$ cat config.mk
export PLATFORM = sky130hd
export DESIGN_NAME = adcf_ctrl
export DESIGN_NICKNAME = d
export VERILOG_FILES = /design/src/hw/adcf_pkg.sv /design/src/hw/adcf_ctrl.sv
export SDC_FILE = /design/constraint.sdc
export NUM_CORES = 1
export LEC_CHECK = 0
export ABC_CLOCK_PERIOD_IN_PS = 5870
export BUFFER_PORTS_ARGS = -buffer_cell sky130_fd_sc_hd__buf_2
export CAP_MARGIN = 10
export CORE_UTILIZATION = 45
export CTS_CLUSTER_DIAMETER = 30
export DETAILED_ROUTE_END_ITERATION = 12
export PLACE_DENSITY_LB_ADDON = 0.15
export SYNTH_ARGS = -nofsm -noshare
export SYNTH_HDL_FRONTEND = slang
export SYNTH_SLANG_ARGS = --single-unit
$ cat constraint.sdc
create_clock -name mclk_i -period 5.87 [get_ports mclk_i]
set_input_delay 1.4675 -clock mclk_i [delete_from_list [all_inputs] [get_ports mclk_i]]
set_output_delay 1.4675 -clock mclk_i [all_outputs]
set_load 0.03 [all_outputs]
$ cat src/hw/adcf_pkg.sv
package adcf_pkg;
   // conversion and framing geometry
   localparam int         RES_BITS        = 12;
   localparam int         CTRL_BITS       = 8;
   localparam logic [3:0] START_OPEN_STEP = 4'h7;   // decisions out once bit five is shown
   // power-select field decode
   localparam logic [1:0] PD_DEEP         = 2'h0;
   localparam logic [1:0] PD_LIGHT        = 2'h1;
   localparam logic [1:0] PD_INT          = 2'h2;
   localparam logic [1:0] PD_EXT          = 2'h3;
   // reset values
   localparam logic       RST_EXT_MODE    = 1'b0;   // internal clock mode after reset
   localparam logic       RST_STROBE      = 1'b1;
   // internal conversion clock
   localparam int         MCLK_MHZ        = 100;
   localparam int         INT_STEP_NS     = 500;
   localparam int         INT_STEP_CYC    = (INT_STEP_NS * MCLK_MHZ) / 1000;
   localparam int         FIFO_DEPTH      = 32;

   // control byte as shifted in, first bit in the msb
   typedef struct packed {
      logic       start;
      logic [2:0] chan_sel;
      logic       unipolar;
      logic       single_end;
      logic       power_select_hi;
      logic       power_select_lo;
   } adcf_ctrl_type;

   // asynchronous pins, carried together through the synchroniser
   typedef struct packed {
      logic cs_n;
      logic sclk;
      logic din;
      logic shutdown_pin;
      logic comp_float;
      logic cmp;
   } adcf_pins_type;

   typedef enum {CV_IDLE, CV_EXT, CV_INT} adcf_conv_type;
   typedef enum {PW_ACTIVE, PW_LIGHT, PW_DEEP} adcf_pwr_type;
endpackage : adcf_pkg

$ cat src/hw/adcf_ctrl.sv
// Summary of operation
// - select falling edge alone starts nothing
// - conversion launches on fall after eighth bit
// - idle: first one with select low starts
// - busy: start accepted after bit five shown
// - early forced start aborts and restarts conversion
// - overlapped external mode: fifteen clocks minimum
// - reset: internal clock mode, strobe high
// - zeros shifted out before first conversion
// - floating shutdown pin selects external compensation
// - low shutdown pin forces deep sleep always
// - sleep keeps interface, performs no conversion
// - power-down waits for current conversion end
// - internal mode result readable while asleep
// - start wakes; upper select bit keeps awake
// - hardware shutdown halts conversion at once
// - power-select bits decode four modes
// - result bits shift out msb first, falling edge
// - external mode: one decision per falling edge
// - internal mode strobe low while converting
`timescale 1ns/1ns
`default_nettype none

////////////////////////////////////////////////////////////////////////////////
// result buffer: register array, extra pointer bit tells full from empty
module adcf_fifo #(
   parameter int WIDTH = 12,
   parameter int DEPTH = 32
) (
   input  wire logic             mclk_i,
   input  wire logic             reset_i,
   input  wire logic             in_valid_i,
   output logic                  in_ready_o,
   input  wire logic [WIDTH-1:0] in_data_i,
   output logic                  out_valid_o,
   input  wire logic             out_ready_i,
   output logic      [WIDTH-1:0] out_data_o
);
   localparam int AW = $clog2(DEPTH);
   logic [WIDTH-1:0] mem_r [DEPTH];
   logic [AW:0]      wr_r;
   logic [AW:0]      rd_r;

   assign in_ready_o  = (wr_r - rd_r) != (AW+1)'(DEPTH);
   assign out_valid_o = wr_r != rd_r;
   assign out_data_o  = mem_r[rd_r[AW-1:0]];

   // storage has no reset; only pointers need a defined state
   always_ff @(posedge mclk_i) begin
      if (in_valid_i && in_ready_o) begin
         mem_r[wr_r[AW-1:0]] <= in_data_i;
      end
   end

   always_ff @(posedge mclk_i or posedge reset_i) begin
      if (reset_i) begin
         wr_r <= '0;
         rd_r <= '0;
      end else begin
         if (in_valid_i && in_ready_o) wr_r <= wr_r + 1'b1;
         if (out_valid_o && out_ready_i) rd_r <= rd_r + 1'b1;
      end
   end
endmodule : adcf_fifo

////////////////////////////////////////////////////////////////////////////////
module adcf_ctrl #(
   parameter int RES_BITS   = adcf_pkg::RES_BITS,
   parameter int FIFO_DEPTH = adcf_pkg::FIFO_DEPTH
) (
   input  wire logic                  mclk_i,
   input  wire logic                  reset_i,
   input  wire logic                  cs_n_i,
   input  wire logic                  sclk_i,
   input  wire logic                  din_i,
   input  wire logic                  shutdown_pin_i,
   input  wire logic                  comp_float_i,
   input  wire logic                  cmp_i,
   output logic                       dout_o,
   output logic                       dout_oe_o,
   output logic                       conversion_strobe_o,
   output logic                       conversion_strobe_oe_o,
   output logic [RES_BITS-1:0]        dac_code_o,
   output adcf_pkg::adcf_ctrl_type    ctrl_byte_o,
   output logic                       ext_comp_o,
   output logic                       deep_sleep_o,
   output logic                       light_sleep_o,
   output logic                       busy_o,
   output logic [RES_BITS-1:0]        result_o,
   output logic                       result_valid_o,
   input  wire logic                  result_ready_i,
   output logic                       result_drop_o
);
   adcf_pkg::adcf_pins_type pin_m_r;
   adcf_pkg::adcf_pins_type pin_s_r;
   adcf_pkg::adcf_conv_type conv_r;
   adcf_pkg::adcf_pwr_type  pwr_r;
   adcf_pkg::adcf_pwr_type  pend_pwr_r;
   adcf_pkg::adcf_ctrl_type ctrl_r;
   logic                    sclk_d_r;
   logic                    cs_n_d_r;
   logic                    framing_r;
   logic [2:0]              bit_cnt_r;
   logic [7:0]              ctrl_sr_r;
   logic                    launch_pend_r;
   logic                    cs_forced_r;
   logic                    ext_mode_r;
   logic [3:0]              step_r;
   logic [RES_BITS-1:0]     trial_r;
   logic [RES_BITS-1:0]     sar_nxt;
   logic [RES_BITS-1:0]     out_sr_r;
   logic [RES_BITS-1:0]     result_r;
   logic                    push_r;
   logic                    push_ready;
   logic                    dout_r;
   logic                    strobe_r;
   logic                    drop_r;
   logic [15:0]             tick_cnt_r;
   logic                    seen_conv_r;
   logic                    sclk_rise;
   logic                    sclk_fall;
   logic                    cs_fall;
   logic                    hw_off;
   logic                    start_ok;
   logic                    start_take;
   logic                    launch;
   logic                    conv_ext;
   logic                    int_tick;
   logic                    decide;
   logic                    last_step;
   logic                    done;
   logic [3:0]              idx;

   ////////////////////////////////////////////////////////////////////////////
   // two-flop synchroniser for every pin; edges compare second and third flop
   always_ff @(posedge mclk_i or posedge reset_i) begin
      if (reset_i) begin
         pin_m_r  <= '{cs_n: 1'b1, sclk: 1'b0, din: 1'b0, shutdown_pin: 1'b1,
                       comp_float: 1'b0, cmp: 1'b0};
         pin_s_r  <= '{cs_n: 1'b1, sclk: 1'b0, din: 1'b0, shutdown_pin: 1'b1,
                       comp_float: 1'b0, cmp: 1'b0};
         sclk_d_r <= 1'b0;
         cs_n_d_r <= 1'b1;
      end else begin
         pin_m_r  <= '{cs_n: cs_n_i, sclk: sclk_i, din: din_i,
                       shutdown_pin: shutdown_pin_i, comp_float: comp_float_i, cmp: cmp_i};
         pin_s_r  <= pin_m_r;
         sclk_d_r <= pin_s_r.sclk;
         cs_n_d_r <= pin_s_r.cs_n;
      end
   end

   // serial clock edges only count while select is low
   assign sclk_rise  = pin_s_r.sclk && !sclk_d_r && !pin_s_r.cs_n;
   assign sclk_fall  = !pin_s_r.sclk && sclk_d_r && !pin_s_r.cs_n;
   assign cs_fall    = !pin_s_r.cs_n && cs_n_d_r;
   assign hw_off     = !pin_s_r.shutdown_pin;
   assign ext_comp_o = pin_s_r.comp_float;

   // start window: idle, bit five already out, or forced by select
   assign start_ok   = conv_r == adcf_pkg::CV_IDLE ||
                       step_r >= adcf_pkg::START_OPEN_STEP ||
                       cs_forced_r;
   assign start_take = sclk_rise && !framing_r && pin_s_r.din && start_ok;
   assign launch     = sclk_fall && launch_pend_r && !hw_off;
   // a power-down byte still converts, in the mode last selected
   assign conv_ext   = ctrl_sr_r[1] ? ctrl_sr_r[0] : ext_mode_r;

   ////////////////////////////////////////////////////////////////////////////
   // control byte framing; select high abandons a partial byte
   always_ff @(posedge mclk_i or posedge reset_i) begin
      if (reset_i) begin
         framing_r     <= 1'b0;
         bit_cnt_r     <= 3'h0;
         ctrl_sr_r     <= 8'h00;
         launch_pend_r <= 1'b0;
      end else if (pin_s_r.cs_n) begin
         framing_r     <= 1'b0;
         launch_pend_r <= 1'b0;
      end else if (start_take) begin
         framing_r     <= 1'b1;
         bit_cnt_r     <= 3'h1;
         ctrl_sr_r     <= 8'h01;
         launch_pend_r <= 1'b0;
      end else if (sclk_rise && framing_r) begin
         ctrl_sr_r <= {ctrl_sr_r[6:0], pin_s_r.din};
         bit_cnt_r <= bit_cnt_r + 3'h1;
         if (bit_cnt_r == 3'h7) begin
            framing_r     <= 1'b0;
            launch_pend_r <= 1'b1;
         end
      end else if (sclk_fall) begin
         launch_pend_r <= 1'b0;
      end
   end

   // select edge during a conversion opens the start window; set wins
   always_ff @(posedge mclk_i or posedge reset_i) begin
      if (reset_i) begin
         cs_forced_r <= 1'b0;
      end else if (cs_fall && conv_r != adcf_pkg::CV_IDLE) begin
         cs_forced_r <= 1'b1;
      end else if (start_take || conv_r == adcf_pkg::CV_IDLE) begin
         cs_forced_r <= 1'b0;
      end
   end

   ////////////////////////////////////////////////////////////////////////////
   // internal conversion clock: one enable pulse per step time
   always_ff @(posedge mclk_i or posedge reset_i) begin
      if (reset_i) begin
         tick_cnt_r <= 16'h0000;
      end else if (conv_r != adcf_pkg::CV_INT || int_tick) begin
         tick_cnt_r <= 16'h0000;
      end else begin
         tick_cnt_r <= tick_cnt_r + 16'h0001;
      end
   end
   assign int_tick = tick_cnt_r == 16'(adcf_pkg::INT_STEP_CYC - 1);

   // successive approximation step; internal mode holds its last step
   // while the buffer is full, external mode cannot stall the host clock
   assign idx       = 4'(RES_BITS - 1) - step_r;
   assign last_step = step_r == 4'(RES_BITS - 1);
   assign decide    = !launch && ((conv_r == adcf_pkg::CV_EXT && sclk_fall) ||
                      (conv_r == adcf_pkg::CV_INT && int_tick && (!last_step || push_ready)));
   assign done      = decide && last_step;

   always_comb begin
      sar_nxt      = trial_r;
      sar_nxt[idx] = pin_s_r.cmp;
      if (idx != 4'h0) begin
         sar_nxt[idx - 4'h1] = 1'b1;
      end
   end

   // conversion sequencer
   always_ff @(posedge mclk_i or posedge reset_i) begin
      if (reset_i) begin
         conv_r  <= adcf_pkg::CV_IDLE;
         step_r  <= 4'h0;
         trial_r <= '0;
      end else if (hw_off) begin
         conv_r  <= adcf_pkg::CV_IDLE;
         step_r  <= 4'h0;
      end else if (launch) begin
         // a launch over a running conversion replaces it
         conv_r  <= conv_ext ? adcf_pkg::CV_EXT : adcf_pkg::CV_INT;
         step_r  <= 4'h0;
         trial_r <= {1'b1, {(RES_BITS-1){1'b0}}};
      end else if (decide) begin
         trial_r <= sar_nxt;
         step_r  <= done ? 4'h0 : step_r + 4'h1;
         if (done) conv_r <= adcf_pkg::CV_IDLE;
      end
   end
   assign dac_code_o = trial_r;
   assign busy_o     = conv_r != adcf_pkg::CV_IDLE;

   ////////////////////////////////////////////////////////////////////////////
   // clock mode, control byte copy and power state
   always_ff @(posedge mclk_i or posedge reset_i) begin
      if (reset_i) begin
         ext_mode_r <= adcf_pkg::RST_EXT_MODE;
         ctrl_r     <= '0;
         pend_pwr_r <= adcf_pkg::PW_ACTIVE;
         pwr_r      <= adcf_pkg::PW_ACTIVE;
      end else begin
         if (launch) begin
            ctrl_r <= ctrl_sr_r;
            if (ctrl_sr_r[1]) ext_mode_r <= ctrl_sr_r[0];
            unique case (ctrl_sr_r[1:0])
               adcf_pkg::PD_DEEP:  pend_pwr_r <= adcf_pkg::PW_DEEP;
               adcf_pkg::PD_LIGHT: pend_pwr_r <= adcf_pkg::PW_LIGHT;
               adcf_pkg::PD_INT,
               adcf_pkg::PD_EXT:   pend_pwr_r <= adcf_pkg::PW_ACTIVE;
            endcase
         end
         if (hw_off) begin
            pwr_r <= adcf_pkg::PW_DEEP;
         end else if (start_take) begin
            pwr_r <= adcf_pkg::PW_ACTIVE;
         end else if (done) begin
            pwr_r <= pend_pwr_r;
         end
      end
   end
   assign ctrl_byte_o   = ctrl_r;
   assign deep_sleep_o  = pwr_r == adcf_pkg::PW_DEEP;
   assign light_sleep_o = pwr_r == adcf_pkg::PW_LIGHT;

   ////////////////////////////////////////////////////////////////////////////
   // conversion strobe: pulse in external mode, busy-low in internal mode
   always_ff @(posedge mclk_i or posedge reset_i) begin
      if (reset_i) begin
         strobe_r <= adcf_pkg::RST_STROBE;
      end else if (launch) begin
         strobe_r <= conv_ext;
      end else if (hw_off || done) begin
         strobe_r <= !ext_mode_r;
      end else if (sclk_fall && ext_mode_r) begin
         strobe_r <= 1'b0;
      end
   end
   assign conversion_strobe_o    = strobe_r;
   // internal mode keeps driving the strobe with select high
   assign conversion_strobe_oe_o = !ext_mode_r || !pin_s_r.cs_n;

   // serial output: live decisions, else the stored result, msb first
   always_ff @(posedge mclk_i or posedge reset_i) begin
      if (reset_i) begin
         dout_r   <= 1'b0;
         out_sr_r <= '0;
         result_r <= '0;
      end else begin
         if (done) result_r <= sar_nxt;
         if (done && conv_r == adcf_pkg::CV_INT) begin
            out_sr_r <= sar_nxt;
         end else if (decide && conv_r == adcf_pkg::CV_EXT) begin
            dout_r   <= pin_s_r.cmp;
            out_sr_r <= '0;
         end else if (sclk_fall) begin
            dout_r   <= out_sr_r[RES_BITS-1];
            out_sr_r <= {out_sr_r[RES_BITS-2:0], 1'b0};
         end
      end
   end
   assign dout_o    = dout_r;
   assign dout_oe_o = !pin_s_r.cs_n;

   ////////////////////////////////////////////////////////////////////////////
   // finished results into the buffer; external overflow is reported
   always_ff @(posedge mclk_i or posedge reset_i) begin
      if (reset_i) begin
         push_r      <= 1'b0;
         drop_r      <= 1'b0;
         seen_conv_r <= 1'b0;
      end else begin
         push_r      <= done && push_ready;
         drop_r      <= done && !push_ready;
         seen_conv_r <= seen_conv_r || launch;
      end
   end
   assign result_drop_o = drop_r;

   adcf_fifo #(.WIDTH(RES_BITS), .DEPTH(FIFO_DEPTH)) u_fifo (
      .mclk_i      (mclk_i),
      .reset_i     (reset_i),
      .in_valid_i  (push_r),
      .in_ready_o  (push_ready),
      .in_data_i   (result_r),
      .out_valid_o (result_valid_o),
      .out_ready_i (result_ready_i),
      .out_data_o  (result_o)
   );
endmodule : adcf_ctrl

`default_nettype wire

* Word level (Yosys, flattened, before mapping)
Memories as Yosys holds them, arrays and structs flattened.
Cells that the tools add are included.
** Storage, ports and cells
- Output and inout port bits :: 42
- Logic and storage cells :: 185
- RAM bits :: 384
- Bits of input ports :: 9
- Register bits after elaboration :: 205
- Memories :: 1
** Operators by class
- $lt $le $gt $ge :: 5
- Reductions and logical operators :: 63
- $add $sub $neg :: 8
- Muxes and demuxes :: 48
- Equal/unequal tests :: 17
- Bitwise operators :: 3
** Memories
- u_fifo.mem_r :: words 32, bits a word 12, read ports 1, clocked after Yosys merged registers in 0, write ports 1, line adcf_ctrl.sv:40 : logic [WIDTH-1:0] mem_r [DEPTH];
** Operator list (number)
- $mux 32 :: 7
- $pmux 32 s3 :: 1
- $mux 12 :: 6
- $eq 32x2->1 const B :: 2
- $eq 32x3->1 const B :: 2
- $logic_not 32->1 :: 1
- $ne 32x3->1 const B :: 1
- $reduce_bool 32->1 :: 1
- $logic_and 1x1->1 :: 26
- $mux 1 :: 21
- $add 16x1->16 const B :: 1
- $eq 16x6->1 const B :: 1
- $mux 16 :: 1
- $mux 4 :: 4
- $mux 8 :: 2
- $add 6x1->6 const B :: 2
- $bwmux 12 :: 1
- $or 12x12->12 :: 1
- $reduce_and 2->1 :: 6
- $reduce_bool 3->1 :: 4
- $lt 4x5->1 const B :: 2
- $logic_not 1->1 :: 9
- $ne 3x1->1 const B :: 3
- $demux 1 s4 :: 2
- 22 further kinds :: 37

* Longest topological paths before layout
- Word-level depth :: 12
- Depth in mapped cells :: 14
- Depth with buffers taken out :: 9

* Modules after synthesis
Synthesis repeated with hierarchy kept, for this count alone.
** Unflattened totals
- Cells, all modules :: 1178
- Area, all modules :: 20465.9 um^2
** By module, submodules not included
- adcf_fifo :: sequential area each 11831.3 um^2, instances 1, cells each 697, area an instance 15499.9 um^2
- adcf_ctrl :: sequential area each 2585.0 um^2, instances 1, cells each 481, area an instance 4966.0 um^2

* Worst setup path after synthesis
Ideal clock, no wire load.
- Path kind :: register to output
- Start point :: register u_fifo.rd_r[0]
- End point :: output port result_o[10]
- Data arrival time :: 2.417 ns
- Buffers on the path :: 3
- Path slack :: 1.985 ns
- Required time :: 4.403 ns
- Stages on the path, launching flop included :: 8
- Path through :: dfrtp_1 clkbuf_1 buf_2 buf_2 mux4_2 mux4_2 nand2_1 nand2_1
** Between the ends
- Word-level cells in the longest chain between the ends :: 1
** Ends and longest elaborated chain
- start: declaration :: line adcf_ctrl.sv:42 : logic [AW:0] rd_r;
- start signal: assignment :: line adcf_ctrl.sv:61 : if (out_valid_o && out_ready_i) rd_r <= rd_r + 1'b1;
- $mem_v2 32x12
- end: declaration :: line adcf_ctrl.sv:89 : output logic [RES_BITS-1:0] result_o,
Every way passes these cells.

* Worst setup path after layout
- Start point :: register u_fifo.rd_r[0]
- End point :: output port result_o[2]
Same word-level chain as after synthesis.

==> impl_metrics.csv <==
group,metric,value,unit
routing,vias,10800,
synth,yosysWarnings,0,
routing,wl_per_cell,22.9,um
clocking,post_cts_resize_count,0,
floorplan,die_area,45500,um2
synth,synth_area_leader_cell,"edfxtp_1",
floorplan,die_h,213,um
global_route,grtUsageMet2,32.1,%
timing,period_needed,4930,ps
clocking,clock_sinks,499,
synth,synth_ff_type,"edfxtp_1",
timing,setup_slack,936,ps
timing,setup-tns-final,0,ps
routing,ant_nets,0,
critical_path,critPathKind,"reg2out",
global_route,grt_util_all_layers,21.0,%
timing,max_freq,203,MHz
global_route,grt_pass1_vias,11500,
synth,syn_area,20100,um2
job,cap_violations,0,
critical_path,cp.required,4400,ps
critical_path,end_kind,"output port",
routing,drtPass1Iterations,5,
synth,synth.net_count,1172,
min_path,hp-class,"reg2reg",
routing,drc,0,
floorplan,fp.dieW,213,um
power,ir_drop,0.313,mV
global_route,met1_usage,29.8,%
synth,synth_area_leaders,"edfxtp_1, dfrtp_1, mux4_2",
synth,avgSynthCellArea,17.6,um2
timing,hold_viol,0,
global_route,grt_pass1_wl,69500,um
placement,place_hpwl,26100,um
floorplan,rows,77,
critical_path,critPathMaxFanout,28,
timing,skew,25.8,ps
floorplan,ios,51,
global_route,antenna_found_initial,0,
critical_path,crit_arrival,3470,ps
cells_and_area,antennaDiodeCount,0,
timing,rsz0062_at_grt,"false",
cells_and_area,stdcell_count,1968,
cells_and_area,fillers,3467,
synth,yosysMostFrequentCell,"edfxtp_1",
synth,syn_inst,1141,
cells_and_area,fin_nets,1313,
placement,port_buffers,50,
routing,viasPerCell,5.47,
synth,synth_seq_area_share,71.7,%
clocking,h-tree-depth,3,
floorplan,initial_utilization,45.5,%
timing,hold_slack,343,ps
timing,maxSlewHeadroom,17.8,%
synth,ys_ff_latch,499,
synth,ys_top_cells_by_count,"edfxtp_1, nand2_1, mux4_2, dfrtp_1, nor2_1",
clocking,path_clk_slew,40,ps
cells_and_area,area_growth,24.4,%
timing,tightest_slew,1230,ps
power,powerDensity,451,nW/um2
status,outcome,"finished clean",
clocking,cts_tree,"yes",
synth,synth_cell_types,54,
clocking,insertion_delay,650,ps
routing,drt_iter0_markers,876,
clocking,cts_buffers,107,
timing,min_period_over_period,84.1,%
placement,place_congestion,0.779,
cells_and_area,seq_area,14400,um2
critical_path,worstSetupStartpointType,"flip-flop",
global_route,grt_overflow,0,
clocking,cts_max_path_buffers,3,
cells_and_area,fin_util,56.7,%
clocking,cts-hold-fix-buffers,0,
critical_path,r2r_slack,1530,ps
global_route,busiest_layer,"met2",
timing,setup_viol,0,
routing,finalWirelength,45100,um
synth,synthArstFlopShare,23.0,%
clocking,cts_root_buf,"clkbuf_16",
synth,synth_edf_count,384,
timing,maxSlewViolCount,0,
clocking,post_cts_buffers,0,
placement,place_ws,1520,ps
floorplan,coreArea,44100,um2
cells_and_area,drive_above_1_share,31.0,%
power,leakage,7.98,nW
synth,synth_top_area_share,57.4,%
cells_and_area,multi_input_area,5440,um2
global_route,grt_max_degree,55,
placement,dpl.cell_count,1764,
global_route,use_met3,4.19,%
## path summary, 6_finish.rpt
kind                                start             endpoint  cells past startpoint
min in group asynchronous         reset_i           ext_comp_o                      2
setup / recovery           u_fifo.rd_r[0]          result_o[2]                      6
setup reg to reg           u_fifo.rd_r[3]  u_fifo.mem_r[22][3]                      9
hold reg to reg                pin_m_r[0]           pin_s_r[0]                      0
max in group asynchronous         reset_i             cs_n_d_r                      3
hold / removal                 pin_m_r[0]           pin_s_r[0]                      0
## where the power goes
group	switching [mW]	total (mW)	leakage, nW	internal [mW]
Combinational	0.632	1.09	1.94	0.453
Sequential	0.167	3.98	4.18	3.81
Clock	1.95	6.21	1.86	4.26
Total	2.75	11.3	7.98	8.52
## layer usage
metal | part of all wire [%] | vias up
met4 | 2.6 | 0
met3 | 5.7 | 92
met5 | 0 | -
met1 | 45 | 5564
met2 | 47 | 312
li1 | - | 4799
## registers in the layout (all words and copies together), names as in the netlist, 8 cells and up
signal,cells
ctrl_byte_o,8
ctrl_sr_r,8
dac_code_o,12
out_sr_r,12
result_r,12
tick_cnt_r,16
u_fifo.mem_r,384
## metrics by stage
| stage | instance area (um2) | total power [mW] |
|---|---|---|
| 6_report | 25000 | 11.3 |
| 5_1_grt | 25000 | 11.7 |
| 4_1_cts | 25000 | 11.4 |
| 3_5_place_dp | 21200 | 5.15 |
| 3_3_place_gp | 21200 | 5.15 |
| 2_1_floorplan | 20100 | 4.83 |
## cell usage in the layout (no fill, tap or decap), types with 13 or more instances in the layout
cell type and n:
and3_1 15, buf_2 50, buf_4 29, bufinv_16 19, clkbuf_1 13, clkbuf_16 108, clkinv_2 26, dfrtp_1 107
edfxtp_1 384, ha_1 22, inv_1 17, mux4_2 120, nand2_1 121, nand3_1 21, nor2_1 49, nor2_2 15
o21ai_0 47, xnor2_1 16
## cell type report
cell class	count	area share (%)
Sequential cell	499	57.7
Inverter	19	0.295
Timing Repair Buffer	82	2.09
Multi-Input combinational cell	573	21.8
Clock buffer	125	11.2
Tap cell	592	2.96
Clock inverter	78	3.95
## cells by family after synthesis
group / synth area share, %
AOI/OAI and AO/OA: 3.81
xor gates and xnor gates: 1.22
adders and majority gates: 1.37
buffers and inverters: 1.38
DFF: 71.7
muxes: 14.2
and+or+nand+nor: 6.28
## worst max-delay path, stage by stage, from the launching register on
cell and delay (ps):
dfrtp_4 800, buf_4 470, mux4_2 560, mux4_2 540, nand2_1 110, nand2_1 130, buf_2 200
(Power assumes the default switching activity.)
